[src/design/mcpc_pkg.sv]
// Constants and state type for the memory clock PLL control block.
// Assumes an indexed 8-bit host register port on the device clock.
`default_nettype none

package mcpc_pkg;

  localparam logic [7:0] IDX_PLL_POINTER   = 8'h2C;
  localparam logic [7:0] IDX_MEMCLK_DATA   = 8'h2E;
  localparam logic [7:0] IDX_CLOCK_CONTROL = 8'h39;

  localparam logic [1:0] PTR_N      = 2'h0;
  localparam logic [1:0] PTR_M      = 2'h1;
  localparam logic [1:0] PTR_P      = 2'h2;
  localparam logic [1:0] PTR_STATUS = 2'h3;
  localparam int         PTR_LSB    = 2;

  localparam logic [7:0] CTRL_RESET      = 8'h18;
  localparam logic [7:0] CTRL_WRITE_MASK = 8'h7F;
  localparam int         CTRL_STROBE_BIT = 3;
  localparam int         CTRL_SEL_BIT    = 4;
  localparam int         REFSEL_LSB      = 5;
  localparam int         Q_LSB           = 0;

  localparam logic [1:0] REFSEL_PIXEL  = 2'h0;
  localparam logic [1:0] REFSEL_LOOP   = 2'h1;
  localparam logic [1:0] REFSEL_DOTDIV = 2'h2;

  localparam int         P_ENABLE_BIT    = 7;
  localparam int         STATUS_LOCK_BIT = 6;
  localparam int         DIV_MSB         = 5;
  localparam int         P_MSB           = 1;

  // Reset dividers: N=57, M=58, P=1 give 8*14.31818*7/8/2 = 50.11 MHz
  localparam logic [7:0] N_RESET = 8'hF9;
  localparam logic [7:0] M_RESET = 8'h3A;
  localparam logic [7:0] P_RESET = 8'hB1;

  localparam logic [6:0] DIV_BASE = 7'h41;
  localparam logic [6:0] DIV_ONE  = 7'h01;

  typedef struct packed {
    logic [1:0] ptr;
    logic [7:0] n;
    logic [7:0] m;
    logic [7:0] p;
    logic [7:0] ctrl;
    logic       pin_sel;
    logic       lock_s1;
    logic       lock_s2;
    logic [6:0] div_cnt;
    logic       refdiv_n;
    logic [7:0] rdata;
  } mcpc_state_type;

  localparam mcpc_state_type MCPC_STATE_RESET = '{
    ptr:      PTR_N,
    n:        N_RESET,
    m:        M_RESET,
    p:        P_RESET,
    ctrl:     CTRL_RESET,
    pin_sel:  1'b1,
    lock_s1:  1'b0,
    lock_s2:  1'b0,
    div_cnt:  7'h00,
    refdiv_n: 1'b1,
    rdata:    8'h00
  };

endpackage : mcpc_pkg

`default_nettype wire

[src/design/mcpc_memclk_pll_control.sv]
// Memory clock PLL control: divider registers, lock status, clock control register.
// Assumes host accesses on clk, analog PLL outside, loop N value from same clock.
`default_nettype none

// Behaviour
// Software writes fixed bits of N, M and P registers with defined constants.
// Software keeps N in 40..62, M in 1..62, P in 0..3.
// Oscillator runs at 8 x reference x (65-M)/(65-N).
// PLL output is the oscillator frequency divided by 2 to the P.
// P bit 7 low holds the PLL in reset; high lets it oscillate.
// Status bit 6 reads 1 once locked; other status bits undefined.
// Software keeps memory clock output at or below 100 MHz.
// Clock control register at index 0x39, resets 0x18, bit 7 reads 0.
// Control bits 6:5 select reference output: pixel, loop, dot/N, reserved.
// Dot/N output is a one-cycle low pulse every 65-N loop cycles.
// Control bit 4 picks memory clock pin source: 0 dot, 1 PLL.
// Pin source changes only on a 0-to-1 strobe of bit 3; bit 3 resets 1.
// Software never changes bit 4 in the write that raises the strobe.
// Control bits 2:0 hold loop post-scaler Q, divide by 2(Q+1), default 0.
// After reset the memory clock PLL gives 50.11 MHz from 14.31818 MHz.
// Software first moves pixel PLL to the target frequency and selects it.
// Software then routes dot clock to the pin with 0,0 then 0,1.
// Software then reprograms the memory clock PLL and polls for lock.
// Software then restores the PLL to the pin with 1,0 then 1,1.
// Software finally restores the pixel PLL and polls for lock.
// Pointer bits 3:2 select N, M, P or read-only status for the data port.
// Pointer advances after each data port write and holds on reads.
// Lock flag reads 0 while the PLL is held in reset by its enable.
module mcpc_memclk_pll_control
  import mcpc_pkg::*;
(
  input  wire logic       clk,
  input  wire logic       srst,
  input  wire logic [7:0] reg_index,
  input  wire logic       reg_wr,
  input  wire logic       reg_rd,
  input  wire logic [7:0] reg_wdata,
  output logic      [7:0] reg_rdata,
  input  wire logic       memclk_pll_locked_raw,
  input  wire logic [5:0] loop_n_value,
  output logic      [5:0] pll_n_div,
  output logic      [5:0] pll_m_div,
  output logic      [1:0] pll_p_div,
  output logic            pll_run_enable,
  output logic            memclk_pll_locked,
  output logic      [1:0] pll_pointer_register,
  output logic      [1:0] refout_source_sel,
  output logic            memclk_pin_source_sel,
  output logic      [2:0] loop_post_q,
  output logic            refout_divided_n
);

  mcpc_state_type st_reg;
  mcpc_state_type st_next;
  logic           lock_flag;
  logic           strobe_rise;
  logic [6:0]     div_last;

  // Lock from the analog macro only counts while the PLL is out of reset
  assign lock_flag = st_reg.lock_s2 & st_reg.p[P_ENABLE_BIT];
  assign div_last  = DIV_BASE - DIV_ONE - {1'b0, loop_n_value};

  always_comb
  begin
    st_next         = st_reg;
    strobe_rise     = 1'b0;
    st_next.lock_s1 = memclk_pll_locked_raw;
    st_next.lock_s2 = st_reg.lock_s1;

    if (reg_wr)
    begin
      unique case (reg_index)
        IDX_PLL_POINTER:
        begin
          st_next.ptr = reg_wdata[PTR_LSB+1:PTR_LSB];
        end
        IDX_MEMCLK_DATA:
        begin
          unique case (st_reg.ptr)
            PTR_N:      st_next.n = reg_wdata;
            PTR_M:      st_next.m = reg_wdata;
            PTR_P:      st_next.p = reg_wdata;
            PTR_STATUS: st_next.p = st_reg.p;
          endcase
          // Pointer wraps from status back to N so N, M, P can be streamed again
          st_next.ptr = st_reg.ptr + 2'h1;
        end
        IDX_CLOCK_CONTROL:
        begin
          st_next.ctrl = reg_wdata & CTRL_WRITE_MASK;
          strobe_rise  = reg_wdata[CTRL_STROBE_BIT] & ~st_reg.ctrl[CTRL_STROBE_BIT];
          // The pin mux only moves on the strobe edge, so a select change alone is held
          if (strobe_rise)
          begin
            st_next.pin_sel = reg_wdata[CTRL_SEL_BIT];
          end
        end
        default:
        begin
          st_next.ptr = st_reg.ptr;
        end
      endcase
    end

    if (reg_rd)
    begin
      unique case (reg_index)
        IDX_PLL_POINTER:
        begin
          st_next.rdata = 8'h00;
          st_next.rdata[PTR_LSB+1:PTR_LSB] = st_reg.ptr;
        end
        IDX_MEMCLK_DATA:
        begin
          unique case (st_reg.ptr)
            PTR_N:   st_next.rdata = st_reg.n;
            PTR_M:   st_next.rdata = st_reg.m;
            PTR_P:   st_next.rdata = st_reg.p;
            PTR_STATUS:
            begin
              st_next.rdata = 8'h00;
              st_next.rdata[STATUS_LOCK_BIT] = lock_flag;
            end
          endcase
        end
        IDX_CLOCK_CONTROL:
        begin
          st_next.rdata = st_reg.ctrl;
        end
        default:
        begin
          st_next.rdata = 8'h00;
        end
      endcase
    end

    // Dot clock prescaler, run only while selected so it starts in a known phase
    if (st_reg.ctrl[REFSEL_LSB+1:REFSEL_LSB] == REFSEL_DOTDIV)
    begin
      if (st_reg.div_cnt >= div_last)
      begin
        st_next.div_cnt  = 7'h00;
        st_next.refdiv_n = 1'b0;
      end
      else
      begin
        st_next.div_cnt  = st_reg.div_cnt + 7'h01;
        st_next.refdiv_n = 1'b1;
      end
    end
    else
    begin
      st_next.div_cnt  = 7'h00;
      st_next.refdiv_n = 1'b1;
    end
  end

  always_ff @(posedge clk)
  begin
    if (srst)
    begin
      st_reg <= MCPC_STATE_RESET;
    end
    else
    begin
      st_reg <= st_next;
    end
  end

  // The analog macro turns these into f = 8*ref*(65-M)/(65-N)/2^P
  assign pll_n_div             = st_reg.n[DIV_MSB:0];
  assign pll_m_div             = st_reg.m[DIV_MSB:0];
  assign pll_p_div             = st_reg.p[P_MSB:0];
  assign pll_run_enable        = st_reg.p[P_ENABLE_BIT];
  assign memclk_pll_locked     = lock_flag;
  assign pll_pointer_register  = st_reg.ptr;
  assign refout_source_sel     = st_reg.ctrl[REFSEL_LSB+1:REFSEL_LSB];
  assign memclk_pin_source_sel = st_reg.pin_sel;
  assign loop_post_q           = st_reg.ctrl[Q_LSB+2:Q_LSB];
  assign refout_divided_n      = st_reg.refdiv_n;
  assign reg_rdata             = st_reg.rdata;

  a_strobe_takes_sel: assert property (
    @(posedge clk) disable iff (srst)
    (reg_wr && reg_index == IDX_CLOCK_CONTROL && reg_wdata[CTRL_STROBE_BIT]
      && !st_reg.ctrl[CTRL_STROBE_BIT])
    |=> memclk_pin_source_sel == $past(reg_wdata[CTRL_SEL_BIT]))
    else $error("pin source not taken on strobe edge");

  a_sel_holds_nostrobe: assert property (
    @(posedge clk) disable iff (srst)
    !strobe_rise |=> $stable(memclk_pin_source_sel))
    else $error("pin source moved without strobe edge");

  a_ctrl_reserved_zero: assert property (
    @(posedge clk) disable iff (srst)
    (reg_rd && reg_index == IDX_CLOCK_CONTROL) |=> !reg_rdata[7])
    else $error("control bit 7 read nonzero");

  a_ctrl_reset_value: assert property (
    @(posedge clk)
    $fell(srst) |-> (st_reg.ctrl == CTRL_RESET && memclk_pin_source_sel
      && pll_run_enable && loop_post_q == 3'h0))
    else $error("control reset value wrong");

  a_pointer_advance: assert property (
    @(posedge clk) disable iff (srst)
    (reg_wr && reg_index == IDX_MEMCLK_DATA)
    |=> pll_pointer_register == 2'($past(pll_pointer_register) + 2'h1))
    else $error("pointer did not advance after data write");

  a_pointer_read_hold: assert property (
    @(posedge clk) disable iff (srst)
    (reg_rd && !reg_wr) |=> $stable(pll_pointer_register))
    else $error("pointer moved on a read");

  a_divider_write: assert property (
    @(posedge clk) disable iff (srst)
    (reg_wr && reg_index == IDX_MEMCLK_DATA && pll_pointer_register == PTR_M)
    |=> pll_m_div == $past(reg_wdata[DIV_MSB:0]) ##1 $stable(pll_m_div))
    else $error("M divider not written through pointer");

  a_lock_gated: assert property (
    @(posedge clk) disable iff (srst)
    (reg_rd && reg_index == IDX_MEMCLK_DATA && pll_pointer_register == PTR_STATUS
      && !pll_run_enable) |=> reg_rdata == 8'h00)
    else $error("lock read high while PLL held in reset");

  a_lock_sync_delay: assert property (
    @(posedge clk) disable iff (srst)
    (memclk_pll_locked_raw && pll_run_enable)[*3] |-> memclk_pll_locked)
    else $error("lock flag late");

  a_refout_pulse_width: assert property (
    @(posedge clk) disable iff (srst)
    (!refout_divided_n && $stable(loop_n_value) && loop_n_value < 6'h3E)
    |=> refout_divided_n ##1 refout_divided_n)
    else $error("dot/N pulse wider than one cycle");

  // Register map: each write lands where index and pointer say, and reads never disturb state
  a_ptr_write_lands: assert property (
    @(posedge clk) disable iff (srst)
    (reg_wr && reg_index == IDX_PLL_POINTER)
    |=> pll_pointer_register == $past(reg_wdata[PTR_LSB+1:PTR_LSB]))
    else $error("pointer write not taken");

  a_ptr_read_shows: assert property (
    @(posedge clk) disable iff (srst)
    (reg_rd && reg_index == IDX_PLL_POINTER)
    |=> reg_rdata == {4'h0, $past(pll_pointer_register), 2'h0})
    else $error("pointer read back wrong");

  a_n_write_lands: assert property (
    @(posedge clk) disable iff (srst)
    (reg_wr && reg_index == IDX_MEMCLK_DATA && pll_pointer_register == PTR_N)
    |=> pll_n_div == $past(reg_wdata[DIV_MSB:0]))
    else $error("N divider not written through pointer");

  a_p_write_lands: assert property (
    @(posedge clk) disable iff (srst)
    (reg_wr && reg_index == IDX_MEMCLK_DATA && pll_pointer_register == PTR_P)
    |=> (pll_p_div == $past(reg_wdata[P_MSB:0])
      && pll_run_enable == $past(reg_wdata[P_ENABLE_BIT])))
    else $error("P value or enable not written through pointer");

  a_status_write_inert: assert property (
    @(posedge clk) disable iff (srst)
    (reg_wr && reg_index == IDX_MEMCLK_DATA && pll_pointer_register == PTR_STATUS)
    |=> ($stable(pll_n_div) && $stable(pll_m_div) && $stable(pll_p_div)
      && $stable(pll_run_enable)))
    else $error("write to status changed a divider");

  a_status_lock_read: assert property (
    @(posedge clk) disable iff (srst)
    (reg_rd && reg_index == IDX_MEMCLK_DATA && pll_pointer_register == PTR_STATUS)
    |=> reg_rdata == {1'b0, $past(memclk_pll_locked), 6'h00})
    else $error("status read does not mirror lock flag");

  // Two-flop synchroniser: a lost lock shows up two edges late, never later
  a_lock_drops: assert property (
    @(posedge clk) disable iff (srst)
    (!memclk_pll_locked_raw ##1 !memclk_pll_locked_raw) |=> !memclk_pll_locked)
    else $error("lock flag held without raw lock");

  a_ctrl_fields_write: assert property (
    @(posedge clk) disable iff (srst)
    (reg_wr && reg_index == IDX_CLOCK_CONTROL)
    |=> (refout_source_sel == $past(reg_wdata[REFSEL_LSB+1:REFSEL_LSB])
      && loop_post_q == $past(reg_wdata[Q_LSB+2:Q_LSB])))
    else $error("control fields not written");

  a_refout_idle_high: assert property (
    @(posedge clk) disable iff (srst)
    (refout_source_sel != REFSEL_DOTDIV) |=> refout_divided_n)
    else $error("dot/N output pulsed while not selected");

  a_unmapped_read_zero: assert property (
    @(posedge clk) disable iff (srst)
    (reg_rd && reg_index != IDX_PLL_POINTER && reg_index != IDX_MEMCLK_DATA
      && reg_index != IDX_CLOCK_CONTROL) |=> reg_rdata == 8'h00)
    else $error("unmapped read returned nonzero");

endmodule : mcpc_memclk_pll_control

`default_nettype wire

[config.mk]
export PLATFORM = sky130hd
export DESIGN_NAME = mcpc_memclk_pll_control
export DESIGN_NICKNAME = d
export VERILOG_FILES = /design/src/design/mcpc_pkg.sv /design/src/design/mcpc_memclk_pll_control.sv
export SDC_FILE = /design/constraint.sdc
export NUM_CORES = 1
export LEC_CHECK = 0
export ABC_AREA = 0
export ABC_CLOCK_PERIOD_IN_PS = 2100
export BUFFER_PORTS_ARGS = -buffer_cell sky130_fd_sc_hd__buf_2
export CAP_MARGIN = 20
export CORE_UTILIZATION = 40
export CTS_CLUSTER_DIAMETER = 100
export CTS_CLUSTER_SIZE = 40
export DETAILED_ROUTE_END_ITERATION = 8
export PLACE_DENSITY = 0.75
export SLEW_MARGIN = 20
export SYNTH_ARGS = -nofsm -noshare
export SYNTH_HDL_FRONTEND = slang
export SYNTH_SLANG_ARGS = --single-unit
[constraint.sdc]
create_clock -name clk -period 2.1 [get_ports clk]
set_clock_uncertainty 0.1 [all_clocks]
set_input_delay 0.21 -clock clk [delete_from_list [all_inputs] [get_ports clk]]
set_output_delay 0.21 -clock clk [all_outputs]
set_load 0.02 [all_outputs]
==> Word level (Yosys, flattened, before mapping) <==
Cells that the tools add are included.
{ "op_classes": {"add_sub_neg": 3, "n_lt_le_gt_ge": 1, "n_eq_ne": 7, "muxes": 4, "n_bitwise": 4, "n_reduce_logical": 10} }
{ "ops": {"columns": ["cell", "count"], "rows": [
  ["one-hot mux 8 bit (4 select lines)", 1],
  ["== test 8 x 6 -> 1 bit (second input constant)", 3],
  ["one-hot mux 8 bit (3 select lines)", 1],
  ["AND reduction 3 bit", 4],
  ["adder 7 x 1 -> 7 bit (second input constant)", 1],
  [">= comparator 7 bit", 1],
  ["subtractor 7 x 6 -> 7 bit (first input constant)", 1],
  ["== test 2 bit (second input constant)", 3],
  ["one-hot mux 2 bit (2 select lines)", 1],
  ["AND reduction 2 bit", 2],
  ["OR reduction 3 bit", 1],
  ["adder 2 x 1 -> 2 bit (second input constant)", 1],
  ["AND 1 bit", 2],
  ["== test 2 x 1 -> 1 bit (second input constant)", 1],
  ["logical NOT 2 bit", 1],
  ["inverter 1 bit", 2],
  ["nonzero test 2 bit", 1],
  ["OR reduction 2 bit", 1],
  ["2-to-1 mux 1 bit", 1]
]} }
{ "totals": {"regBits": 52, "input_bits": 27, "output_inout_bits": 33, "word_cells": 40} }

==> Logic depth before layout (Yosys ltp) <==
{ "logic_depth": {"ltp_word": 3, "ltp_mapped": 9, "mapped_depth_nobuf": 9} }

==> Worst setup path after synthesis <==
OpenSTA, ideal clock, no wires.
{ "synth_timing": {"kind": "input-to-reg", "startpoint": "in loop_n_value[0]", "endpoint": "reg st_reg (netlist bit refout_divided_n)", "setup_ns": 0.147, "arrival_ns": 1.832, "t_required_ns": 1.853, "path_slack_ns": 0.021, "cell_stages": 8, "n_path_buf": 0, "path_cell_list": "inv_1 ha_1 nand2_1 or3_1 ha_1 nand3_1 nor3_1 o21ai_0"} }
{ "synth_via": {"elab_chain_cells": 3} }
{ "synth_lines": {"columns": ["element", "line", "rtl"], "rows": [
  ["start: declaration", "mcpc_memclk_pll_control.sv:40", "input wire logic [5:0] loop_n_value,"],
  ["subtractor 7 x 6 -> 7 bit", "mcpc_memclk_pll_control.sv:61", "assign div_last = DIV_BASE - DIV_ONE - {1'b0, loop_n_value};"],
  [">= comparator 7 bit", "mcpc_memclk_pll_control.sv:140", "if (st_reg.div_cnt >= div_last)"],
  ["2-to-1 mux 1 bit", "mcpc_memclk_pll_control.sv:140", null],
  ["end signal: assignment", "mcpc_memclk_pll_control.sv:166", "st_reg <= st_next;"],
  ["end: declaration", "mcpc_memclk_pll_control.sv:53", "mcpc_state_type st_reg;"]
]} }
No other way between the ends.
A chain may end at the register's enable or synchronous reset.

==> Worst setup path in the final report <==
{ "layout_timing": {"startpoint": "reg st_reg (netlist bit pll_pointer_register[0])", "endpoint": "reg st_reg (netlist bit reg_rdata[0])"} }
{ "layout_via": {"elab_chain_cells": 3, "elab_cells_between_ends": 6, "cone_classes": "eq/ne: 3; mux: 2; reduce/logical: 1"} }
{ "layout_lines": {"columns": ["element", "line", "rtl"], "rows": [
  ["== test 2 bit (tied with other cells)", "mcpc_memclk_pll_control.sv:115", "unique case (st_reg.ptr)"],
  ["one-hot mux 8 bit (4 select lines) *", "mcpc_memclk_pll_control.sv:115", null],
  ["one-hot mux 8 bit (3 select lines) *", "mcpc_memclk_pll_control.sv:107", "unique case (reg_index)"]
]} }
Every way passes the cells marked *; elsewhere a longest branch is shown, timed or not.

==> results_dict.tcl <==
set metrics [dict create \
    p_leak_nw 1.30 \
    hold_violations 0 \
    setup_violations 0 \
    period_share 0.919 \
    start_kind "flop" \
    yosysMostFrequentCell "dfxtp_1" \
    clk-insertion-delay-late_ns 0.31 \
    max_freq_mhz 518 \
    hold_buffers 0 \
    synth_ff_type "dfxtp_1" \
    hp-class "input pin to flop" \
    post-route-drc-count 0 \
    maxSlewViolCount 0 \
    path_cells "inv_1 -> ha_1 -> a22oi_1 -> o21ai_0 -> a222oi_1 -> nor3_1" \
    dr.pass1.iters 5 \
    internal_power_mw 1.31 \
    largest_reg_flops 19 \
    finalNetCount 378 \
    numCtsBuffers 5 \
    ant_nets 0 \
    synth_seq_cells 52 \
    combinationalPowerShare 0.072 \
    dpl.hpwl_microns 4400 \
    die_h_microns 85.4 \
    crit_type "flop to flop" \
    path_buf_inv 1 \
    status "completed" \
    p_sw_mw 0.419 \
    cp-end-kind "flop" \
    syn_nets 350 \
    grt_util_all_layers 0.171 \
    yosys_warnings 0 \
    rsz0062_at_grt "no" \
    synth-edff-count 0 \
    drive_above_1_share 0.251 \
    netlist_instances 309 \
    antenna_found_initial 0 \
    vias 2271 \
    fin_cells 418 \
    p_sw_frac 0.242 \
    drt_wl_total_microns 6160 \
    pwr-share-seq 0.573 \
    core_area_sq_um 6760 \
    synth_area_per_cell_sq_um 9.01 \
    ir_drop_uv 247 \
    worst_pin_slew_ns 0.550 \
    io_pins 60 \
    die_w_microns 85.4 \
    synth_top_area_frac 0.374 \
    dr.first_iter.drc_count 126 \
    diodes 0 \
    synthArstFlopShare 0 \
    path_delay_family "compound AO/OA/AOI/OAI gates" \
    fp-row-count 30 \
    path_clk_slew_ns 0.10 \
    grt_pass1_vias 2030 \
    place.gp.congestion 0.796 \
    yosysTopAreaCell "dfxtp_1" \
    min_period_ns 1.93 \
    netlist_top_cells_count "52 x dfxtp_1, 31 x buf_4, 31 x nor2_1" \
    cts_tree "done" \
    start_util 0.412 \
    dieArea_sq_um 7300 \
    port_buffers 59 \
    vias_per_cell 5.43 \
    cp.arrival_ns 2.02 \
    clock_path_buffers 2 \
    cts.sinks 52 \
    root_buffer "clkbuf_8" \
    drv_cap 0 \
    clockPowerShare 0.355 \
    power_density_nw_per_um2 575 \
    cp_max_fo 9 \
    overflow 0 \
    synth_seq_area_share 0.374 \
    htree_levels 2 \
    grt_pass1_wl_microns 9860 \
    hold_slack_ns 0.0291 \
    worst_ep_required_time_ns 2.19 \
    synth_cell_types 47 \
    synth_area_sq_um 2790 \
    synth_top_cells_by_area "dfxtp_1 37%, buf_4 8.4%, mux2i_1 6.5%, ha_1 6.3%, nor3_1 4.5%" \
    slew_headroom 0.634 \
    critPathMaxStageDelay_ns 0.46 \
    area_growth_pct 7.73 \
    grt_max_degree 55 \
    wl_per_cell_microns 14.7 \
    cp_slowest_cell "dfxtp_1" \
    dp.cells 410 \
]
metal layers:
layer  wire [microns]  share of wire  up-vias  track usage
met3              398          0.065        5       0.0418
met5                0              0        -            0
met2             2960           0.48       81        0.290
met4               63          0.010        0       0.0455
met1             2750           0.45     1059        0.216
li1                 -              -     1126            -
final cells by class:
type	instances	area, sq um
Multi-Input combinational cell	198	1350
Clock buffer	6	82.6
Inverter	12	45.0
Timing Repair Buffer	68	363
Clock inverter	2	13.8
Sequential cell	52	1040
Tap cell	80	100
Fill cell	665	3760
worst paths after layout:
kind | from | endpoint | slack (ns) | cells past startpoint
max | pll_pointer_register[0]$_SDFFE_PP0P_ | reg_rdata[0]$_SDFFE_PP0P_ | 0.17 | 6
min reg2reg | st_next[16]$_SDFF_PP0_ | st_reg[16]$_SDFF_PP0_ | 0.36 | 1
max reg2reg | pll_pointer_register[0]$_SDFFE_PP0P_ | reg_rdata[0]$_SDFFE_PP0P_ | 0.17 | 6
min | memclk_pll_locked_raw | st_next[16]$_SDFF_PP0_ | 0.03 | 2
what timing repair did:
| action | in CTS | in global routing |
|---|---|---|
| setup endpoints to repair | 0 | 1 |
| setup buffers | 0 | 0 |
| resized for setup | 0 | 1 |
worst register-to-register path, stage by stage, from the launching register on:
cell and delay (ns):
dfxtp_1 0.46, inv_1 0.12, ha_1 0.36, a22oi_1 0.19, o21ai_0 0.13, a222oi_1 0.35, nor3_1 0.08
cell families after synthesis:
group / after synthesis / share of synthesized area
simple gates: 103 / 0.200
buf+inv: 59 / 0.140
compound gates: 54 / 0.130
flops: 52 / 0.374
mux: 18 / 0.0647
fa+ha+maj: 14 / 0.0629
xor+xnor: 9 / 0.0283
stage by stage:
step	power (mW)	utilization	worst slack [ns]	setup TNS [ns]	instance area (sq um)
finish	1.73	0.444	0.169	0	3000
global route	1.80	0.444	0.0265	0	3000
CTS	1.74	0.444	0.151	0	3000
detailed placement	1.14	0.430	-0.0907	-0.531	2900
global placement	1.13	0.430	-0.0138	-0.0296	2900
floorplan	1.08	-	0.0215	0	2790
power groups by stage:
stage / clock network, mW / logic, mW / registers (mW)
floorplan: 0 / 0.0715 / 1.01
global route: 0.674 / 0.137 / 0.990
CTS: 0.629 / 0.124 / 0.989
detailed placement: 0 / 0.124 / 1.01
finish: 0.613 / 0.124 / 0.989
global placement: 0 / 0.120 / 1.01
layout by cell type, fill, tap and decap left out, types with 2 or more instances in the layout:
cell	synthesis	final
nand2_1	11	11
a222oi_1	4	4
and4bb_2	2	2
ha_1	14	14
dfxtp_1	52	51
xnor2_1	4	4
clkbuf_8	0	6
a221oi_1	3	3
inv_1	12	12
a211o_1	2	2
a211oi_1	3	3
and3_1	2	2
nand3_1	8	8
nand2b_1	3	3
o21ai_0	8	8
nor2b_1	2	2
a21oi_1	19	19
buf_4	31	9
nor3_1	25	25
buf_2	3	59
mux2i_1	18	18
nand4_1	4	4
nor3b_1	4	4
a22oi_1	6	6
a31oi_1	2	2
nor2_1	31	31
xor2_1	5	5
(Power assumes the default switching activity.)
